### src/uef_pkg.sv
// Purpose: shared constants for the endpoint fifo access block
// Assumes: 10 MHz core clock, 32-bit apb data, one word per register
// Notes:   register offsets are byte addresses
package uef_pkg;
  // apb register byte offsets
  localparam logic [7:0] CMD_STATUS_OFF = 8'h00;
  localparam logic [7:0] DIR_TOGGLE_OFF = 8'h04;
  localparam logic [7:0] EP_SELECT_OFF  = 8'h08;
  localparam logic [7:0] DATA_PORT0_OFF = 8'h10; // ports 0..5 follow at 4-byte steps
  localparam int         NUM_EP         = 6;

  // command/status field positions
  localparam int ZLEN_BIT  = 7;
  localparam int READY_BIT = 6;
  localparam int SETUP_BIT = 5;
  localparam int CLEAR_BIT = 2;
  localparam int TX_BIT    = 1;
  localparam int REQ_BIT   = 0;

  // reset values
  localparam logic [7:0] CMD_STATUS_RST = 8'h00;
  localparam logic [5:0] PIPE_DIR_RST   = 6'h3E; // endpoints 1..5 start as in pipes
  localparam logic [2:0] EP_SELECT_RST  = 3'h0;

  // fifo depths and transfer kinds
  localparam int SMALL_DEPTH = 8;
  localparam int LARGE_DEPTH = 64;
  localparam logic [5:0] BULK_EP_MASK = 6'h28; // endpoints 3 and 5 carry bulk, rest interrupt

  // timing
  localparam int CLK_PERIOD_NS    = 100;
  localparam int PULSE_MIN_NS     = 2000;
  localparam int PULSE_MIN_CYCLES = (PULSE_MIN_NS + CLK_PERIOD_NS - 1) / CLK_PERIOD_NS;

  typedef enum logic [1:0] {
    UEF_IDLE  = 2'b00,
    UEF_READ  = 2'b01,
    UEF_WRITE = 2'b10
  } uef_xfer_t;

  function automatic int uef_depth(input int ep);
    return BULK_EP_MASK[ep] ? LARGE_DEPTH : SMALL_DEPTH;
  endfunction
endpackage

### src/uef_fifo.sv
// Purpose: one endpoint byte buffer with flush
// Assumes: caller never pushes when full or pops when empty
// Notes:   read data is the head byte, valid while not empty
`timescale 1ns/1ns
module uef_fifo
  import uef_pkg::*;
#(
  parameter int DEPTH = SMALL_DEPTH
)(
  input  wire logic       core_clk_in, // core clock
  input  wire logic       rst_in,      // async reset, active high
  input  wire logic       flush_in,    // empty the buffer
  input  wire logic       push_in,     // store wdata_in
  input  wire logic [7:0] wdata_in,    // byte to store
  input  wire logic       pop_in,      // drop head byte
  output logic      [7:0] rdata_out,   // head byte
  output logic            full_out,    // no room left
  output logic            empty_out    // nothing stored
);
  localparam int AW = $clog2(DEPTH);
  logic [7:0]  mem [DEPTH];
  logic [AW:0] wr_ptr_reg;
  logic [AW:0] rd_ptr_reg;

  // storage has no reset, contents are unknown until written
  always_ff @(posedge core_clk_in)
  begin
    if (push_in)
      mem[wr_ptr_reg[AW-1:0]] <= wdata_in;
  end

  // pointers carry one extra bit so full and empty differ
  always_ff @(posedge core_clk_in or posedge rst_in)
  begin
    if (rst_in)
    begin
      wr_ptr_reg <= '0;
      rd_ptr_reg <= '0;
    end
    else if (flush_in)
    begin
      wr_ptr_reg <= '0;
      rd_ptr_reg <= '0;
    end
    else
    begin
      if (push_in)
        wr_ptr_reg <= wr_ptr_reg + 1'b1;
      if (pop_in)
        rd_ptr_reg <= rd_ptr_reg + 1'b1;
    end
  end

  assign rdata_out = mem[rd_ptr_reg[AW-1:0]];
  assign empty_out = (wr_ptr_reg == rd_ptr_reg);
  assign full_out  = (wr_ptr_reg[AW] != rd_ptr_reg[AW]) && (wr_ptr_reg[AW-1:0] == rd_ptr_reg[AW-1:0]);
endmodule

### src/uef_pulse_qual.sv
// Purpose: accept a software pulse only if it stood high long enough
// Assumes: level_in comes from a register bit
// Notes:   fires one cycle on the falling edge of a long enough pulse
`timescale 1ns/1ns
module uef_pulse_qual
  import uef_pkg::*;
#(
  parameter int MIN_CYCLES = PULSE_MIN_CYCLES
)(
  input  wire logic core_clk_in, // core clock
  input  wire logic rst_in,      // async reset, active high
  input  wire logic level_in,    // software controlled bit
  output logic      fire_out     // one-cycle accept pulse
);
  localparam int CW = $clog2(MIN_CYCLES + 1);
  localparam logic [CW-1:0] MIN_CNT = CW'(MIN_CYCLES);
  logic [CW-1:0] high_cnt_reg;
  logic          level_d_reg;

  // saturating count of cycles spent high, restarts when low
  always_ff @(posedge core_clk_in or posedge rst_in)
  begin
    if (rst_in)
    begin
      high_cnt_reg <= '0;
      level_d_reg  <= 1'b0;
    end
    else
    begin
      level_d_reg <= level_in;
      if (!level_in)
        high_cnt_reg <= '0;
      else if (high_cnt_reg != MIN_CNT)
        high_cnt_reg <= high_cnt_reg + 1'b1;
    end
  end

  // short glitches are ignored so a stray write cannot flush data
  assign fire_out = level_d_reg && !level_in && (high_cnt_reg == MIN_CNT);
endmodule

### src/uef_top.sv
// Purpose: mcu side access to six usb endpoint fifos over apb
// Assumes: sie side strobes are single-cycle and respect full/empty
// Notes:   apb answers with no wait states beyond the setup cycle
//
// Behaviour
// - a usb bus reset clears the whole command/status register
// - zero-length flag sets on empty ep0 packet; cleared by software or next setup
// - bit 6 reads one when the requested fifo can be operated
// - setup flag set by hardware, cleared only by software or a usb bus reset
// - bits 4 and 3 read zero and do nothing
// - a 2us clear pulse then zero empties the requested fifo
// - bit 1 low means mcu reads, high means mcu writes
// - next byte and status appear within 2us after each data access
// - read check: 00h, 01h, wait, read 41h or 01h, then 00h
// - write check: 02h, 03h, wait, read 43h or 03h, then 02h
// - read bytes until 01h, then 03h and 02h close the read
// - write bytes until 03h, then 01h and 00h release the packet
// - empty ep0 packet shows 81h, clearing flag leaves 01h
// - write close with no bytes sends an empty packet
// - direction bits 5..1 set in pipes, clear out pipes, reset to in
// - a 2us data-toggle pulse forces data0 on the next packet
// - 8-byte fifos on 0,1,2,4 and 64-byte on 3,5, own ports
// - interrupt transfers on 0,1,2,4, bulk on 3 and 5
`timescale 1ns/1ns
module uef_top
  import uef_pkg::*;
(
  input  wire logic        core_clk_in,        // core clock, 10 MHz
  input  wire logic        rst_in,             // async reset, active high
  input  wire logic        psel_in,            // apb select
  input  wire logic        penable_in,         // apb access phase
  input  wire logic        pwrite_in,          // apb direction
  input  wire logic [7:0]  paddr_in,           // apb byte address
  input  wire logic [31:0] pwdata_in,          // apb write data
  output logic             pready_out,         // apb ready
  output logic [31:0]      prdata_out,         // apb read data
  output logic             pslverr_out,        // apb error, unmapped address
  input  wire logic        usb_reset_in,       // usb bus reset seen
  input  wire logic        setup_rx_in,        // valid setup packet stored in ep0
  input  wire logic        zlp_rx_in,          // empty out packet received on ep0
  input  wire logic        sie_push_in,        // sie stores a received byte
  input  wire logic        sie_pop_in,         // sie takes a byte to send
  input  wire logic [2:0]  sie_ep_in,          // endpoint for push/pop/sent
  input  wire logic [7:0]  sie_wdata_in,       // received byte
  input  wire logic        sie_sent_in,        // sie finished sending a packet
  output logic [7:0]       sie_rdata_out,      // byte taken by last pop
  output logic [5:0]       in_pkt_ready_out,   // packet committed per endpoint
  output logic [5:0]       pipe_dir_in_out,    // high: in pipe
  output logic [5:0]       bulk_ep_out,        // high: bulk, low: interrupt
  output logic             force_data0_out     // next packet uses data0
);
  logic [7:0]  cmd_reg;
  logic [5:0]  pipe_dir_reg;
  logic        toggle_bit_reg;
  logic [2:0]  ep_sel_reg;
  logic        ready_reg;
  logic        pready_reg;
  logic [31:0] prdata_reg;
  logic        pslverr_reg;
  logic [7:0]  sie_rdata_reg;
  logic [5:0]  in_pkt_reg;
  logic        force_data0_reg;
  logic [5:0]  bulk_ep_reg;
  uef_xfer_t   xfer_reg;

  logic        apb_done;
  logic        wr_cmd;
  logic        wr_data;
  logic        rd_data;
  logic [2:0]  port_ep;
  logic        port_hit;
  logic        clear_fire;
  logic        toggle_fire;
  logic        close_write;
  logic        close_read;
  logic [7:0]  next_cmd;
  logic [5:0]  fifo_full;
  logic [5:0]  fifo_empty;
  logic [7:0]  fifo_rdata [NUM_EP];

  // apb decode; a transfer completes on the access edge with pready high
  assign apb_done = psel_in && penable_in && pready_reg;
  assign port_ep  = 3'((paddr_in - DATA_PORT0_OFF) >> 2);
  assign port_hit = (paddr_in >= DATA_PORT0_OFF) && (paddr_in < DATA_PORT0_OFF + 8'h18) && (paddr_in[1:0] == 2'h0);
  assign wr_cmd   = apb_done && pwrite_in && (paddr_in == CMD_STATUS_OFF);
  assign wr_data  = apb_done && pwrite_in && port_hit && cmd_reg[REQ_BIT] && cmd_reg[TX_BIT];
  assign rd_data  = apb_done && !pwrite_in && port_hit && cmd_reg[REQ_BIT] && !cmd_reg[TX_BIT]
                    && !fifo_empty[port_ep];

  // end of transfer is the direction flip while the request still stands
  assign close_write = wr_cmd && cmd_reg[REQ_BIT] && cmd_reg[TX_BIT] && !pwdata_in[TX_BIT];
  assign close_read  = wr_cmd && cmd_reg[REQ_BIT] && !cmd_reg[TX_BIT] && pwdata_in[TX_BIT];

  // qualifiers for the two software pulses
  uef_pulse_qual #(.MIN_CYCLES(PULSE_MIN_CYCLES)) u_clear_q (
    .core_clk_in (core_clk_in),
    .rst_in      (rst_in),
    .level_in    (cmd_reg[CLEAR_BIT]),
    .fire_out    (clear_fire)
  );
  uef_pulse_qual #(.MIN_CYCLES(PULSE_MIN_CYCLES)) u_toggle_q (
    .core_clk_in (core_clk_in),
    .rst_in      (rst_in),
    .level_in    (toggle_bit_reg),
    .fire_out    (toggle_fire)
  );

  // one buffer per endpoint; mcu and sie never own the same one at once
  generate
    for (genvar e = 0; e < NUM_EP; e++)
    begin : g_ep
      logic flush;
      logic push;
      logic pop;
      logic [7:0] wdata;
      // clear flushes whatever is requested, ready or not
      assign flush = (clear_fire && ep_sel_reg == 3'(e))
                     || (close_read && ep_sel_reg == 3'(e));
      assign push  = (wr_data && port_ep == 3'(e) && !fifo_full[e]) || (sie_push_in && sie_ep_in == 3'(e));
      assign pop   = (rd_data && port_ep == 3'(e)) || (sie_pop_in && sie_ep_in == 3'(e));
      assign wdata = wr_data ? pwdata_in[7:0] : sie_wdata_in;
      uef_fifo #(.DEPTH(uef_depth(e))) u_fifo (
        .core_clk_in (core_clk_in),
        .rst_in      (rst_in),
        .flush_in    (flush),
        .push_in     (push),
        .wdata_in    (wdata),
        .pop_in      (pop),
        .rdata_out   (fifo_rdata[e]),
        .full_out    (fifo_full[e]),
        .empty_out   (fifo_empty[e])
      );
    end
  endgenerate

  // next command/status value: software write, then hardware sets and clears on top
  always_comb
  begin
    next_cmd = cmd_reg;
    if (wr_cmd)
    begin
      next_cmd[CLEAR_BIT] = pwdata_in[CLEAR_BIT];
      next_cmd[TX_BIT]    = pwdata_in[TX_BIT];
      next_cmd[REQ_BIT]   = pwdata_in[REQ_BIT];
      if (!pwdata_in[ZLEN_BIT])
        next_cmd[ZLEN_BIT] = 1'b0;
      if (!pwdata_in[SETUP_BIT])
        next_cmd[SETUP_BIT] = 1'b0;
    end
    if (setup_rx_in)
      next_cmd[ZLEN_BIT] = 1'b0;
    if (zlp_rx_in)
      next_cmd[ZLEN_BIT] = 1'b1;
    if (setup_rx_in)
      next_cmd[SETUP_BIT] = 1'b1;
    next_cmd[READY_BIT] = 1'b0;
    next_cmd[4:3]       = 2'b00;
  end

  // command/status register; usb reset wipes it like a power-up
  always_ff @(posedge core_clk_in or posedge rst_in)
  begin
    if (rst_in)
      cmd_reg <= CMD_STATUS_RST;
    else if (usb_reset_in)
      cmd_reg <= CMD_STATUS_RST;
    else
      cmd_reg <= next_cmd;
  end

  // readiness is recomputed every cycle, far inside the 2us window
  always_ff @(posedge core_clk_in or posedge rst_in)
  begin
    if (rst_in)
      ready_reg <= 1'b0;
    else if (usb_reset_in)
      ready_reg <= 1'b0;
    else if (!next_cmd[REQ_BIT])
      ready_reg <= 1'b0;
    else if (next_cmd[TX_BIT])
      ready_reg <= !in_pkt_reg[ep_sel_reg] && !fifo_full[ep_sel_reg]
                   && !(wr_data && port_ep == ep_sel_reg);
    else
      ready_reg <= !fifo_empty[ep_sel_reg] && !rd_data;
  end

  // transfer state, kept for visibility of the request phase
  always_ff @(posedge core_clk_in or posedge rst_in)
  begin
    if (rst_in)
      xfer_reg <= UEF_IDLE;
    else if (!next_cmd[REQ_BIT] || usb_reset_in)
      xfer_reg <= UEF_IDLE;
    else
    begin
      case (next_cmd[TX_BIT])
        1'b0:    xfer_reg <= UEF_READ;
        1'b1:    xfer_reg <= UEF_WRITE;
        default: xfer_reg <= UEF_IDLE;
      endcase
    end
  end

  // direction, toggle and endpoint select registers
  always_ff @(posedge core_clk_in or posedge rst_in)
  begin
    if (rst_in)
    begin
      pipe_dir_reg   <= PIPE_DIR_RST;
      toggle_bit_reg <= 1'b0;
      ep_sel_reg     <= EP_SELECT_RST;
    end
    else if (apb_done && pwrite_in)
    begin
      if (paddr_in == DIR_TOGGLE_OFF)
      begin
        pipe_dir_reg   <= {pwdata_in[5:1], 1'b0};
        toggle_bit_reg <= pwdata_in[0];
      end
      if (paddr_in == EP_SELECT_OFF && pwdata_in[2:0] < 3'(NUM_EP))
        ep_sel_reg <= pwdata_in[2:0];
    end
  end

  // committed in packets; an empty commit still sends a zero-length packet
  always_ff @(posedge core_clk_in or posedge rst_in)
  begin
    if (rst_in)
      in_pkt_reg <= '0;
    else
    begin
      for (int e = 0; e < NUM_EP; e++)
      begin
        if (close_write && ep_sel_reg == 3'(e))
          in_pkt_reg[e] <= 1'b1;
        else if (sie_sent_in && sie_ep_in == 3'(e))
          in_pkt_reg[e] <= 1'b0;
      end
    end
  end

  // data0 stays forced until the sie has sent one packet
  always_ff @(posedge core_clk_in or posedge rst_in)
  begin
    if (rst_in)
      force_data0_reg <= 1'b0;
    else if (toggle_fire)
      force_data0_reg <= 1'b1;
    else if (sie_sent_in)
      force_data0_reg <= 1'b0;
  end

  // apb answer, registered; unmapped addresses give pslverr
  always_ff @(posedge core_clk_in or posedge rst_in)
  begin
    if (rst_in)
    begin
      pready_reg  <= 1'b0;
      prdata_reg  <= '0;
      pslverr_reg <= 1'b0;
    end
    else
    begin
      pready_reg  <= psel_in && !penable_in;
      pslverr_reg <= psel_in && !penable_in && !(port_hit || paddr_in == CMD_STATUS_OFF
                     || paddr_in == DIR_TOGGLE_OFF || paddr_in == EP_SELECT_OFF);
      prdata_reg  <= '0;
      if (psel_in && !penable_in && !pwrite_in)
      begin
        if (paddr_in == CMD_STATUS_OFF)
          prdata_reg[7:0] <= {cmd_reg[7], ready_reg, cmd_reg[5], 2'b00, cmd_reg[2:0]};
        else if (paddr_in == DIR_TOGGLE_OFF)
          prdata_reg[7:0] <= {2'b00, pipe_dir_reg[5:1], toggle_bit_reg};
        else if (paddr_in == EP_SELECT_OFF)
          prdata_reg[7:0] <= {5'h00, ep_sel_reg};
        else if (port_hit)
          prdata_reg[7:0] <= fifo_rdata[port_ep];
      end
    end
  end

  // sie read byte is captured as it is popped
  always_ff @(posedge core_clk_in or posedge rst_in)
  begin
    if (rst_in)
      sie_rdata_reg <= '0;
    else if (sie_pop_in && sie_ep_in < 3'(NUM_EP))
      sie_rdata_reg <= fifo_rdata[sie_ep_in];
  end

  // transfer kind is fixed per endpoint, exposed for the sie from a flop
  always_ff @(posedge core_clk_in or posedge rst_in)
  begin
    if (rst_in)
      bulk_ep_reg <= 6'h00;
    else
      bulk_ep_reg <= BULK_EP_MASK;
  end

  assign pready_out       = pready_reg;
  assign prdata_out       = prdata_reg;
  assign pslverr_out      = pslverr_reg;
  assign sie_rdata_out    = sie_rdata_reg;
  assign in_pkt_ready_out = in_pkt_reg;
  assign pipe_dir_in_out  = pipe_dir_reg;
  assign bulk_ep_out      = bulk_ep_reg;
  assign force_data0_out  = force_data0_reg;
endmodule

### config.mk
export PLATFORM = sky130hd
export DESIGN_NAME = uef_top
export DESIGN_NICKNAME = d
export VERILOG_FILES = /design/src/uef_pkg.sv /design/src/uef_fifo.sv /design/src/uef_pulse_qual.sv /design/src/uef_top.sv
export SDC_FILE = /design/constraint.sdc
export NUM_CORES = 1
export LEC_CHECK = 0
export BUFFER_PORTS_ARGS = -buffer_cell sky130_fd_sc_hd__buf_2
export CAP_MARGIN = 40
export CORE_MARGIN = 2
export CORE_UTILIZATION = 30
export DETAILED_ROUTE_END_ITERATION = 10
export PLACE_DENSITY = 0.51
export SLEW_MARGIN = 0
export SYNTH_ARGS = -nofsm -noshare
export SYNTH_HDL_FRONTEND = slang
export SYNTH_SLANG_ARGS = --single-unit
### constraint.sdc
create_clock -name core_clk_in -period 4.94 [get_ports core_clk_in]
set_clock_uncertainty 0.2 [all_clocks]
set_input_delay 0.988 -clock core_clk_in [delete_from_list [all_inputs] [get_ports core_clk_in]]
set_output_delay 0.988 -clock core_clk_in [all_outputs]
set_load 0.01 [all_outputs]
[Word level (Yosys, flattened, before mapping)]
Memories as Yosys holds them, arrays and structs flattened.
Cells that the tools add are included.
Storage, ports and cells
  register bits: 113
  RAM bits: 1280
  output and inout bits: 61
  memories kept: 6
Memory list
  g_ep[3].u_fifo.mem: depth 64, bits a word 8, rd ports 1, clocked after Yosys merged registers in 0, write ports 1, RTL line uef_fifo.sv:21  | logic [7:0] mem [DEPTH];
  g_ep[5].u_fifo.mem: depth 64, bits a word 8, rd ports 1, clocked after Yosys merged registers in 0, write ports 1, RTL line uef_fifo.sv:21
  g_ep[0].u_fifo.mem: depth 8, bits a word 8, rd ports 1, clocked after Yosys merged registers in 0, write ports 1, RTL line uef_fifo.sv:21
  g_ep[1].u_fifo.mem: depth 8, bits a word 8, rd ports 1, clocked after Yosys merged registers in 0, write ports 1, RTL line uef_fifo.sv:21
  g_ep[2].u_fifo.mem: depth 8, bits a word 8, rd ports 1, clocked after Yosys merged registers in 0, write ports 1, RTL line uef_fifo.sv:21
  g_ep[4].u_fifo.mem: depth 8, bits a word 8, rd ports 1, clocked after Yosys merged registers in 0, write ports 1, RTL line uef_fifo.sv:21
Cells by class
  add/subtract/negate cells: 15
  $lt $le $gt $ge: 8
  equal/unequal tests: 44
  mux-type cells: 86
  bitwise logic cells: 2
  reduce and logical (&&, ||, !) cells: 163
Operators with widths (count)
  1-bit logical AND: 92
  8-bit 2-to-1 mux: 11
  4-bit 2-to-1 mux: 16
  7-bit 2-to-1 mux: 8
  8-bit binary-select mux with 3-bit select: 2
  1-bit 2-to-1 mux: 40
  2-bit nonzero test: 20
  4-bit by 1-bit adder with 4-bit output, second input constant: 8
  7-bit by 1-bit adder with 7-bit output, second input constant: 4
  1-bit logical OR: 21
  5-bit 2-to-1 mux: 4
  1-bit zero test: 19
  3-bit by 2-bit == test with 1-bit output, second input constant: 6
  3-bit == test, second input constant: 6
  4-bit == test: 4
  3-bit == test: 5
  7-bit == test: 2
  1-bit binary-select mux with 3-bit select: 4
  6-bit == test: 2
  5-bit by 1-bit adder with 5-bit output, second input constant: 2
  5-bit == test, second input constant: 2
  5-bit != test, second input constant: 2
  3-bit by 1-bit == test with 1-bit output, second input constant: 3
  3-bit zero test: 3
  19 further kinds: 32

[Longest topological paths before layout]
  depth in word-level cells: 12
  gate-level depth with buffers: 11

[Cells and area by module]
Synthesis repeated with hierarchy kept, for this count alone.
Unflattened totals
  cell total of the unflattened synthesis: 3009
  area total of the unflattened synthesis: 57264.9 µm²
By module, submodules not included
  uef_fifo (g_ep[3].u_fifo ...): times used 2, cells an instance 1004, area an instance 20734.9 µm²
  uef_fifo (g_ep[0].u_fifo ...): times used 4, cells an instance 146, area an instance 2944.1 µm²
  uef_top: times used 1, cells an instance 355, area an instance 3335.7 µm²
  uef_pulse_qual: times used 2, cells an instance 31, area an instance 341.6 µm²

[Least setup slack after synthesis]
No wires, ideal clock.
  kind: input -> register
  start point: input port paddr_in[3]
  end point: memory g_ep[0].u_fifo.mem[0][1] (data pin)
  library setup time: 0.423 ns
  data arrival time: 3.619 ns
  data required time: 4.317 ns
  path slack: 0.698 ns
  stages on the path: 5
  path buffers: 2
  cell sequence: buf_2 -> or3b_2 -> a2111oi_2 -> buf_2 -> mux2_2
On the way
  longest elaborated chain between the ends: 7
  elaborated cells between the ends (all ways): 8
  classes of those cells: 2 x order compare; 1 x mux; 5 x reduce/logical
RTL lines
  start: declaration: RTL line uef_top.sv:33  | input wire logic [7:0] paddr_in,
  8-bit by 5-bit greater-or-equal comparator with 1-bit output / 8-bit by 6-bit < comparator with 1-bit output (equally long branches): RTL line uef_top.sv:84  | assign port_hit = (paddr_in >= DATA_PORT0_OFF) && (paddr_in < DATA_PORT0_OFF + 8'h18) && (paddr_in[1:0] == 2'h ...
  1-bit logical AND (*) (2 in a row): RTL line uef_top.sv:84
  1-bit logical AND (*) (3 in a row): RTL line uef_top.sv:86  | assign wr_data = apb_done && pwrite_in && port_hit && cmd_reg[REQ_BIT] && cmd_reg[TX_BIT];
  8-bit 2-to-1 mux (*): RTL line uef_top.sv:121  | assign wdata = wr_data ? pwdata_in[7:0] : sie_wdata_in;
  net g_ep[0].u_fifo.wdata_in[1]: RTL line uef_fifo.sv:14  | input wire logic [7:0] wdata_in,
  end: declaration: RTL line uef_fifo.sv:21
The timed path passes the listed nets; every way through them passes the cells marked *.

[Worst setup path after layout]
  start point: register g_ep[5].u_fifo.rd_ptr_reg[3]
  end point: memory g_ep[5].u_fifo.mem[33][0], enable pin
On the way
  longest elaborated chain between the ends: 7
RTL lines
  start: declaration: RTL line uef_fifo.sv:23  | logic [AW:0] rd_ptr_reg;
  start signal: assignment: RTL line uef_fifo.sv:50  | rd_ptr_reg <= rd_ptr_reg + 1'b1;
  6-bit == test: RTL line uef_fifo.sv:56  | assign full_out = (wr_ptr_reg[AW] != rd_ptr_reg[AW]) && (wr_ptr_reg[AW-1:0] == rd_ptr_reg[AW-1:0]);
  1-bit logical AND: RTL line uef_fifo.sv:56
  1-bit zero test: RTL line uef_top.sv:119  | assign push = (wr_data && port_ep == 3'(e) && !fifo_full[e]) || (sie_push_in && sie_ep_in == 3'(e));
  1-bit logical AND: RTL line uef_top.sv:119
  1-bit logical OR: RTL line uef_top.sv:119
  1-bit 2-to-1 mux: RTL line uef_fifo.sv:28  | if (push_in)
  1-bit 2-to-1 mux (implied by the code): RTL line uef_fifo.sv:29  | mem[wr_ptr_reg[AW-1:0]] <= wdata_in;
  end: declaration: RTL line uef_fifo.sv:21
Every way passes these cells.

==> results.txt <==
Final period utilization -> 80.3%
Critical path's slowest cell -> dfrtp_1
Synth warn -> 0
Sequential area share after synthesis -> 72.9%
DR pass1 iterations -> 7
Max reg flops -> 1280
Die Wd -> 438 microns
Row Count -> 159
Syn Std Cell Area -> 56600 sq um
Max Fclk -> 252 MHz
Buffers on Ports -> 69
Critical Path Fanout Max -> 18
Core Area -> 188000 sq um
Fin area -> 66900 sq um
Die area -> 192000 sq um
Drc violations -> 0
Gpl congestion -> 0.856
Vias in the first global route -> 30400
Crit-path max cell delay -> 0.90 ns
PD cells -> 500 nW/um^2
Commonest non-fill, non-tap cell in the layout -> edfxtp_1
Max-Cap Viols -> 0
Top cell by count, worst path -> buf_4
Outcome -> finished clean
Gr busiest metal -> met2
CP Capture Type -> register
Boundary pin count -> 123
Slew HR -> 42.3%
Initial antenna violation count -> 4
Reg2Reg Setup Slack -> 0.97 ns
Most used DFF post-synth -> edfxtp_1
CP required -> 5.21 ns
Share of power burned in registers -> 41.7%
Syn Area/Cell -> 18.2 sq um
Starting density of the core -> 30.2%
Grt met2 use -> 24.5%
CP Cell Sequence -> xor2_1 -> nor4_1 -> buf_4 -> nand3b_1 -> a32o_1 -> nor3b_1 -> nand2_1 -> nor2_1 -> buf_4
Most frequent cells in the layout -> edfxtp_1 (1280), buf_4 (294), mux4_2 (287)
RSZ-0062 raised after global routing -> false
CTS resizes -> 0
Clock power frac -> 33.3%
Via count -> 30000
Async set-reset flop share out of synthesis -> 8.11%
Nets -> 3541
CTS sink count -> 1393
Hold-fix buffer count after cts -> 0
Filler cell count -> 17500
Internal power -> 23.5 mW
H-tree Lvls -> 4
CTS buffer count -> 145
Largest net degree at the start of global routing -> 71
WL final -> 147 mm
Critical Path AT -> 4.24 ns
HPWL Detailed -> 95.3 mm
Min cycle time layout -> 3.97 ns
Detailed router's first-iteration violation count -> 2714
Max Buffers Root-to-Sink -> 3
Register area -> 41300 sq um
Fraction of layout cells with a size suffix above 1 -> 26.9%
Area delta synth->final -> 18.2%
First-pass GRT wire length -> 215 mm
Area after DPL -> 62100 sq um
Worst vdd ir -> 322 uV
Routed Antenna Nets -> 0
GRT overflow -> 0
Worst slew pin tran -> 0.865 ns
Setup bufs post-CTS -> 0
Synthesis-stage register bit count -> 1393
Setup TNS Final -> 0 ns
Leak Pwr -> 22.1 nW
Hold crit path type -> in -> async
Clock insertion delay at the later pin of the skew report -> 0.77 ns
Cells on worst reg2reg path -> 9
Die Ht -> 438 microns
Drt wl/cell -> 24.2 microns
Net load switching power -> 9.98 mW
Grt met1 use -> 21.6%
Area occupied by multi-input gates -> 14600 sq um
Slew Viols, Final -> 0
Syn Inst Count -> 3113
TritonCTS clock tree -> built
Vias/cell -> 4.94
CP Launch Type -> register
Number of distinct library cells after synthesis -> 81
EDFF count, synth -> 1280
Setup violators final -> 0
Clk slew on worst S/H paths -> 0.06 ns
Total Routing Usage GR -> 15.2%
Dpl ws -> 0.340 ns
Sw frac -> 29.8%
Worst setup margin -> 0.975 ns
Crit path kind -> reg -> reg
Met3 Use GR -> 2.36%
Fin. Hold Viols -> 0
Root Buffer -> clkbuf_16
Share of total power in combinational logic -> 25.0%
## final timing paths
| kind | from | endpoint |
|---|---|---|
| min | rst_in | bulk_ep_out[3] |
| min reg2reg | sie_rdata_out[4] | sie_rdata_out[4] |
| max in group asynchronous | rst_in | pipe_dir_in_out[2] |
| max | g_ep[5].u_fifo.rd_ptr_reg[3] | g_ep[5].u_fifo.mem[33][0] |
| max reg2reg | g_ep[5].u_fifo.rd_ptr_reg[3] | g_ep[5].u_fifo.mem[33][0] |
| min in group core_clk_in | zlp_rx_in | cmd_reg[7] |
## worst max-delay path, delay by kind of cell (launching register included)
| kind | cells | cell delay, ns |
|---|---|---|
| simple gates | 5 | 1.52 |
| flops | 1 | 0.90 |
| compound gates | 1 | 0.45 |
| buf+inv | 2 | 0.38 |
| xor+xnor | 1 | 0.20 |
## area by class of cell
type	count	share of cell area [%]
Sequential cell	1393	61.7
Clock buffer	183	5.88
Timing Repair Buffer	386	4.49
Inverter	26	0.153
Clock inverter	82	1.37
Multi-Input combinational cell	1511	21.7
Tap cell	2495	4.66
Antenna cell	1	0.00374
## stage by stage
step / util [%] / cells / power (mW) / hold slack [ns]
after floorplan: - / 3141 / 19.3 / 0.251
after global placement: 33.1 / 5808 / 22.6 / 0.274
after detailed placement: 33.1 / 5811 / 22.7 / 0.283
after CTS: 35.7 / 6076 / 33.9 / 0.108
after global routing: 35.7 / 6076 / 34.8 / 0.138
final: 35.7 / 6077 / 33.4 / 0.0943
## kinds of logic (layout without fill, tap and decap cells)
group	after synthesis	count (layout)	share of synthesized area [%]
flip-flops	1393	1393	72.9
AND/OR/NAND/NOR	599	599	5.17
multiplexers	447	447	14.3
AO/OA/AOI/OAI	346	346	4.27
buffers and inverters	237	677	1.85
XOR/XNOR	73	73	1.13
adder cells (fa/ha/maj)	16	16	0.354
other	2	31	0.0133
## metal layers
metal | part of all wire, % | routed length, microns | vias up
li1 | - | - | 13200
met1 | 46 | 67000 | 15900
met2 | 48 | 70300 | 770
met5 | 0 | 0 | -
met4 | 1.9 | 2740 | 0
met3 | 4.6 | 6820 | 181
## cells in the mapped netlist (5+ instances only)
cell type / number / area [sq um]
a221oi_1: 11 / 96.3
a2111oi_0: 5 / 43.8
nand4b_1: 14 / 123
nand2b_1: 31 / 194
and3_1: 9 / 56.3
a21oi_1: 79 / 395
dfrtp_1: 108 / 2700
clkbuf_1: 109 / 409
nand3_1: 34 / 170
o211ai_1: 5 / 37.5
nor3b_1: 10 / 75.1
nand3b_1: 10 / 75.1
o221ai_1: 21 / 184
a22oi_1: 44 / 330
o31ai_1: 5 / 37.5
nand4_1: 21 / 131
a22o_1: 16 / 140
ha_1: 16 / 200
edfxtp_1: 1280 / 38400
o21ai_0: 44 / 220
nor3_1: 22 / 110
dfstp_2: 5 / 131
nor2_1: 268 / 1010
a32oi_1: 10 / 87.6
a31oi_1: 12 / 75.1
buf_2: 37 / 185
a211oi_1: 23 / 173
xnor2_1: 40 / 350
or2_2: 8 / 50.1
buf_4: 30 / 225
nand2_1: 89 / 334
a211o_1: 5 / 43.8
mux2_2: 38 / 428
or3_1: 20 / 125
and2_1: 13 / 81.3
o22ai_1: 19 / 119
mux2i_1: 122 / 1220
nor2b_1: 29 / 181
xor2_1: 33 / 289
inv_1: 24 / 90.1
mux4_2: 287 / 6460
buf_1: 34 / 128
## power groups by stage
stage	Combinational (mW)	Clock [mW]	Sequential (mW)
final	8.35	11.1	14.0
after global routing	8.89	11.8	14.0
after CTS	8.50	11.4	14.0
after detailed placement	8.47	0	14.2
after global placement	8.37	0	14.2
after floorplan	5.79	0	13.5
No activity file was read; power rests on OpenSTA's default activity.
